==> config.mk <==
export PLATFORM = sky130hd
export DESIGN_NAME = pcg_top
export DESIGN_NICKNAME = d
export VERILOG_FILES = /design/src/rtl/pcg_pkg.sv /design/src/rtl/pcg_gate_reg.sv /design/src/rtl/pcg_top.sv
export SDC_FILE = /design/constraint.sdc
export NUM_CORES = 1
export LEC_CHECK = 0
export BUFFER_PORTS_ARGS = -buffer_cell sky130_fd_sc_hd__buf_4
export CAP_MARGIN = 0
export CORE_ASPECT_RATIO = 0.9
export CORE_UTILIZATION = 36
export CTS_CLUSTER_SIZE = 8
export DETAILED_ROUTE_END_ITERATION = 10
export PLACE_DENSITY_LB_ADDON = 0.05
export SLEW_MARGIN = 20
export SYNTH_ARGS = -nofsm -noshare
export SYNTH_HDL_FRONTEND = slang
export SYNTH_SLANG_ARGS = --single-unit
==> constraint.sdc <==
create_clock -name pclk -period 1.66 [get_ports pclk]
set_input_delay 0 -clock pclk [delete_from_list [all_inputs] [get_ports pclk]]
set_output_delay 0 -clock pclk [all_outputs]
set_load 0.05 [all_outputs]
==> src/rtl/pcg_pkg.sv <==
// Purpose: constants for the peripheral clock gating block
// Assumes: apb slave with 32-bit data, byte addresses
// Notes:   offsets are byte addresses of aligned words
package pcg_pkg;
  localparam int          PCG_AW              = 13;
  localparam logic [12:0] PCG_MAIN_OFFSET     = 13'h103C;
  localparam logic [12:0] PCG_XFER_OFFSET     = 13'h1040;
  localparam int          PCG_RTC_BIT         = 29;
  localparam int          PCG_ADC_BIT         = 27;
  localparam int          PCG_SECOND_TIMER_PWM_CLOCK_GATE_BIT        = 25;
  localparam int          PCG_FIRST_TIMER_PWM_CLOCK_GATE_BIT        = 24;
  localparam int          PCG_PIT_BIT         = 23;
  localparam int          PCG_MUX_BIT         = 1;
  localparam int          PCG_FLASH_BIT       = 0;
  localparam int          PCG_DMA_BIT         = 8;
  localparam logic [31:0] PCG_MAIN_MASK       = 32'h2B80_0003;
  localparam logic [31:0] PCG_XFER_MASK       = 32'h0000_0100;
  localparam logic [31:0] PCG_MAIN_RESET      = 32'h0000_0001;
  localparam logic [31:0] PCG_XFER_RESET      = 32'h0000_0100;
endpackage : pcg_pkg

==> src/rtl/pcg_gate_reg.sv <==
// Purpose: one masked 32-bit gating register
// Assumes: write strobe is a one-cycle pulse
// Notes:   bits outside the mask stay zero
`timescale 1ns/100ps
`default_nettype none
module pcg_gate_reg #(
  parameter logic [31:0] MASK  = 32'h0,
  parameter logic [31:0] RESET = 32'h0
) (
  input  wire logic        pclk,
  input  wire logic        presetn,
  input  wire logic        wr_en,
  input  wire logic [31:0] wr_data,
  output logic      [31:0] q
);
  logic [31:0] q_r;
  logic [31:0] q_nxt;
  assign q_nxt = wr_en ? (wr_data & MASK) : q_r;
  assign q     = q_r;
  always_ff @(posedge pclk or negedge presetn) begin
    if (!presetn) begin
      q_r <= RESET & MASK;
    end else begin
      q_r <= q_nxt;
    end
  end
endmodule : pcg_gate_reg
`default_nettype wire

==> src/rtl/pcg_top.sv <==
// Purpose: apb slave holding two clock-gating registers
// Assumes: zero wait states, pslverr on unmapped address
// Notes:   gate outputs come straight from flip-flops
`timescale 1ns/100ps
`default_nettype none
module pcg_top
  import pcg_pkg::*;
(
  input  wire logic              pclk,
  input  wire logic              presetn,
  input  wire logic              psel,
  input  wire logic              penable,
  input  wire logic              pwrite,
  input  wire logic [PCG_AW-1:0] paddr,
  input  wire logic [31:0]       pwdata,
  input  wire logic [3:0]        pstrb,
  output logic      [31:0]       prdata,
  output logic                   pready,
  output logic                   pslverr,
  output logic                   rtc_access_enable,
  output logic                   converter_clock_gate,
  output logic                   second_timer_pwm_clock_gate,
  output logic                   first_timer_pwm_clock_gate,
  output logic                   periodic_timer_clock_gate,
  output logic                   request_mux_clock_gate,
  output logic                   flash_clock_gate,
  output logic                   dma_clock_gate,
  output logic                   flash_read_allowed,
  output logic                   low_power_block
);
  // ****************
  // decode
  // ****************
  logic        setup;
  logic        hit_main;
  logic        hit_xfer;
  logic        mapped;
  logic        wr_main;
  logic        wr_xfer;
  logic [31:0] strb_mask;
  logic [31:0] main_q;
  logic [31:0] xfer_q;
  logic [31:0] main_wdata;
  logic [31:0] xfer_wdata;
  logic [31:0] rd_mux;
  logic        ready_r;
  logic [31:0] prdata_r;
  logic        slverr_r;

  assign setup     = psel && !penable && !ready_r;
  assign hit_main  = (paddr == PCG_MAIN_OFFSET);
  assign hit_xfer  = (paddr == PCG_XFER_OFFSET);
  assign mapped    = hit_main || hit_xfer;
  assign wr_main   = setup && pwrite && hit_main;
  assign wr_xfer   = setup && pwrite && hit_xfer;
  assign strb_mask = {{8{pstrb[3]}}, {8{pstrb[2]}}, {8{pstrb[1]}}, {8{pstrb[0]}}};
  // keep unstrobed lanes; reserved bits masked in register
  assign main_wdata = (pwdata & strb_mask) | (main_q & ~strb_mask);
  assign xfer_wdata = (pwdata & strb_mask) | (xfer_q & ~strb_mask);
  // reserved bits read zero
  assign rd_mux = hit_main ? (main_q & PCG_MAIN_MASK) :
                  hit_xfer ? (xfer_q & PCG_XFER_MASK) : 32'h0000_0000;

  // ****************
  // registers
  // ****************
  pcg_gate_reg #(
    .MASK  (PCG_MAIN_MASK),
    .RESET (PCG_MAIN_RESET)
  ) u_main (
    .pclk    (pclk),
    .presetn (presetn),
    .wr_en   (wr_main),
    .wr_data (main_wdata),
    .q       (main_q)
  );

  pcg_gate_reg #(
    .MASK  (PCG_XFER_MASK),
    .RESET (PCG_XFER_RESET)
  ) u_xfer (
    .pclk    (pclk),
    .presetn (presetn),
    .wr_en   (wr_xfer),
    .wr_data (xfer_wdata),
    .q       (xfer_q)
  );

  // ****************
  // apb answer
  // ****************
  always_ff @(posedge pclk or negedge presetn) begin
    if (!presetn) begin
      ready_r  <= 1'b0;
      prdata_r <= 32'h0000_0000;
      slverr_r <= 1'b0;
    end else begin
      ready_r  <= setup;
      prdata_r <= (setup && !pwrite) ? rd_mux : 32'h0000_0000;
      slverr_r <= setup && !mapped;
    end
  end
  assign pready  = ready_r;
  assign prdata  = prdata_r;
  assign pslverr = slverr_r;

  // ****************
  // gate outputs
  // ****************
  assign rtc_access_enable           = main_q[PCG_RTC_BIT];
  assign converter_clock_gate        = main_q[PCG_ADC_BIT];
  assign second_timer_pwm_clock_gate = main_q[PCG_SECOND_TIMER_PWM_CLOCK_GATE_BIT];
  assign first_timer_pwm_clock_gate  = main_q[PCG_FIRST_TIMER_PWM_CLOCK_GATE_BIT];
  assign periodic_timer_clock_gate   = main_q[PCG_PIT_BIT];
  assign request_mux_clock_gate      = main_q[PCG_MUX_BIT];
  assign flash_clock_gate            = main_q[PCG_FLASH_BIT];
  assign dma_clock_gate              = xfer_q[PCG_DMA_BIT];
  // flash reads stay served whatever the flash gate holds
  logic fra_r;
  always_ff @(posedge pclk or negedge presetn) begin
    if (!presetn) begin
      fra_r <= 1'b1;
    end else begin
      fra_r <= 1'b1;
    end
  end
  assign flash_read_allowed          = fra_r;

  // low-power entry blocked while flash clock gated
  logic lp_block_r;
  always_ff @(posedge pclk or negedge presetn) begin
    if (!presetn) begin
      lp_block_r <= 1'b0;
    end else begin
      lp_block_r <= ~main_wdata[PCG_FLASH_BIT] & wr_main | ~main_q[PCG_FLASH_BIT] & ~wr_main;
    end
  end
  assign low_power_block = lp_block_r;
endmodule : pcg_top
`default_nettype wire

==> reports/results.txt <==
Status: finished, final reports clean
Hold Slack: 0.0218 ns
Critical Path End Type: register
Synth-to-layout area growth: 47.9%
Ys Warns: 0
DR pass1 iterations: 4
Vias in the first global route: 687
Maximum VDD drop: 0.000536 V
Die W: 59.0 um
Layout Cells excl Fill: 195
Fin crit period: 1.57 ns
Register area share after synthesis: 45.4%
Area share of the largest cell type after synthesis: 40.4%
Placed insts: 176
Number of synthesized flops with an enable pin: 0
Synth cell types: 24
CTS tree: built
CP max stage delay: 0.44 ns
All-Layer GR Usage: 13.5%
Crit start category: register
Max-cap violations: 0
Worst hold path class: input port to register
P_leak: 0.000786 uW
Port Buffers: 48
Finish-stage setup viols: 0
First-pass GRT wire length: 3060 um
Placed cell areas: 1370 um2
Share of cells above drive strength 1: 46.5%
Fin area: 1560 um2
Top FF cell, synth: dfrtp_1
Largest net degree at the start of global routing: 20
Mapped Avg Cell Area: 11.8 um2
Hpwl dp: 1500 um
Fraction of registers with async set/reset: 100%
Post-layout util: 56.2%
Num CTS Buffers: 3
Clk_lat worst skew: 0.30 ns
Family with the most delay on the worst path: simple AND/OR/NAND/NOR gates
H-tree depth: 1
Routed WL per cell: 10.3 um
CP max stage cell: dfrtp_2
Count leader, synth: buf_4
Drt drc: 0
Flops & latches, synth: 19
Crit share post-route: 94.6%
Clock slew at reported path FFs: 0.11 ns
Post-Syn Area: 1050 um2
Total Wirelength: 2000 um
# clock sinks: 19
Crit path cell chain: and4b_1 -> nand4_4 -> nor2_4 -> mux2_2
Clock tree root driver cell: clkbuf_4
Cells after Synth: 89
Initial antenna violation count: 0
# IOs: 98
WP buf/inv: 0
Post-DRT Antenna Nets: 0
Final Hold Vio Count: 0
Die Area: 3140 um2
Most frequent cells after synthesis: buf_4 (25), dfrtp_1 (17), mux2_2 (8)
CP arrival: 1.75 ns
Synth top area cells: dfrtp_1 (40%), buf_4 (18%), mux2_2 (8.6%)
GRT Residual Overflow: 0
Final Wtd Congestion: 0.739
CP max FO: 4
DR vias/cell: 4.07
Core area: 2770 um2
FMAX: 637 MHz
Deepest clock path buffer count: 2
Row count: 18
CP Class: register to register
Yosys top cell by area: dfrtp_1
DR iter-0 viols: 9
Starting Density: 38.0%
Die Ht: 53.3 um
RSZ-0062 raised after global routing: false
# diodes: 0
DR vias: 794
Required time of the critical path: 1.84 ns
Final Max Tran Viols: 0
P per Cell Area: 617 nW/um2
Nets: 210
TNS Setup: 0 ns
Clk_skew: 0.00876 ns
## cells by family after synthesis
kind of cell	Yosys count	share of synthesized area [%]
multiplexers	9	9.51
AO/OA/AOI/OAI	1	0.475
flip-flops	19	45.4
AND/OR/NAND/NOR	32	25.7
other	2	0.714
buffers and inverters	26	18.2
## where the power goes
part / internal [uW] / switching [uW] / total, uW
Clock: 91.6 / 142 / 234
Sequential: 466 / 1.89 / 468
Combinational: 82.6 / 177 / 259
## cell type report
cell class / instances / area (um2)
clock inverter: 1 / 7.51
clock buffer: 3 / 22.5
inverter: 1 / 3.75
multi-input combinational: 67 / 475
tap: 40 / 50.0
sequential: 19 / 479
timing repair buffer: 64 / 518
fill: 273 / 1210
## metrics by stage
stage	total power [uW]	setup WS [ns]
after global placement	705	0.110
after CTS	971	0.0800
after global routing	1010	0.0302
after detailed placement	707	0.111
final	961	0.0901
after floorplan	673	0.0536
## tightest hold or removal path: stages
cell,delay (ns)
buf_4,0.09
nor4_4,0.04
nand2_1,0.10
nor4_1,0.06
## path summary, 6_finish.rpt
kind                                   from                    to  slack (ns)  depth (start not counted)
setup / recovery           pready$_DFF_PN0_              register        0.09                          4
setup reg to reg           pready$_DFF_PN0_              register        0.09                          4
max in group asynchronous           presetn             async pin        1.31                          2
hold reg to reg                    register   prdata[8]$_DFF_PN0_        0.51                          2
hold / removal                    paddr[10]   prdata[8]$_DFF_PN0_        0.02                          4
min in group asynchronous           presetn  prdata[29]$_DFF_PN0_        0.10                          2
## per-layer routing
metal / part of all wire [%] / routed length, um / global-route usage (%) / vias up
met5: 0 / 0 / 0 / -
met4: 0.60 / 12 / 2.38 / 0
met3: 8.4 / 169 / 4.65 / 2
met2: 49 / 987 / 22.9 / 48
met1: 42 / 832 / 16.6 / 363
li1: - / - / - / 381
## repair_timing
item | in CTS | in global routing
hold buffers | 15 | 0
endpoints found under the setup margin | 0 | 1
buffers inserted | 0 | 0
hold endpoints to repair | 30 | 0
resized for setup | 0 | 1
## layout by cell type (no fill, tap or decap), drive strengths merged
master,count
dfrtp,17
nor2,3
nand2b,1
clkbuf,3
nand2,7
buf,49
and4b,1
nor3,1
inv,1
nor2b,2
nand4,2
mux2,8
a21oi,1
clkinvlp,1
dfstp,2
dlygate4sd3,15
and2,7
nor4,2
nor3b,1
nor4b,4
conb,25
and4bb,1
mux2i,1
No activity file was read; power rests on OpenSTA's default activity.
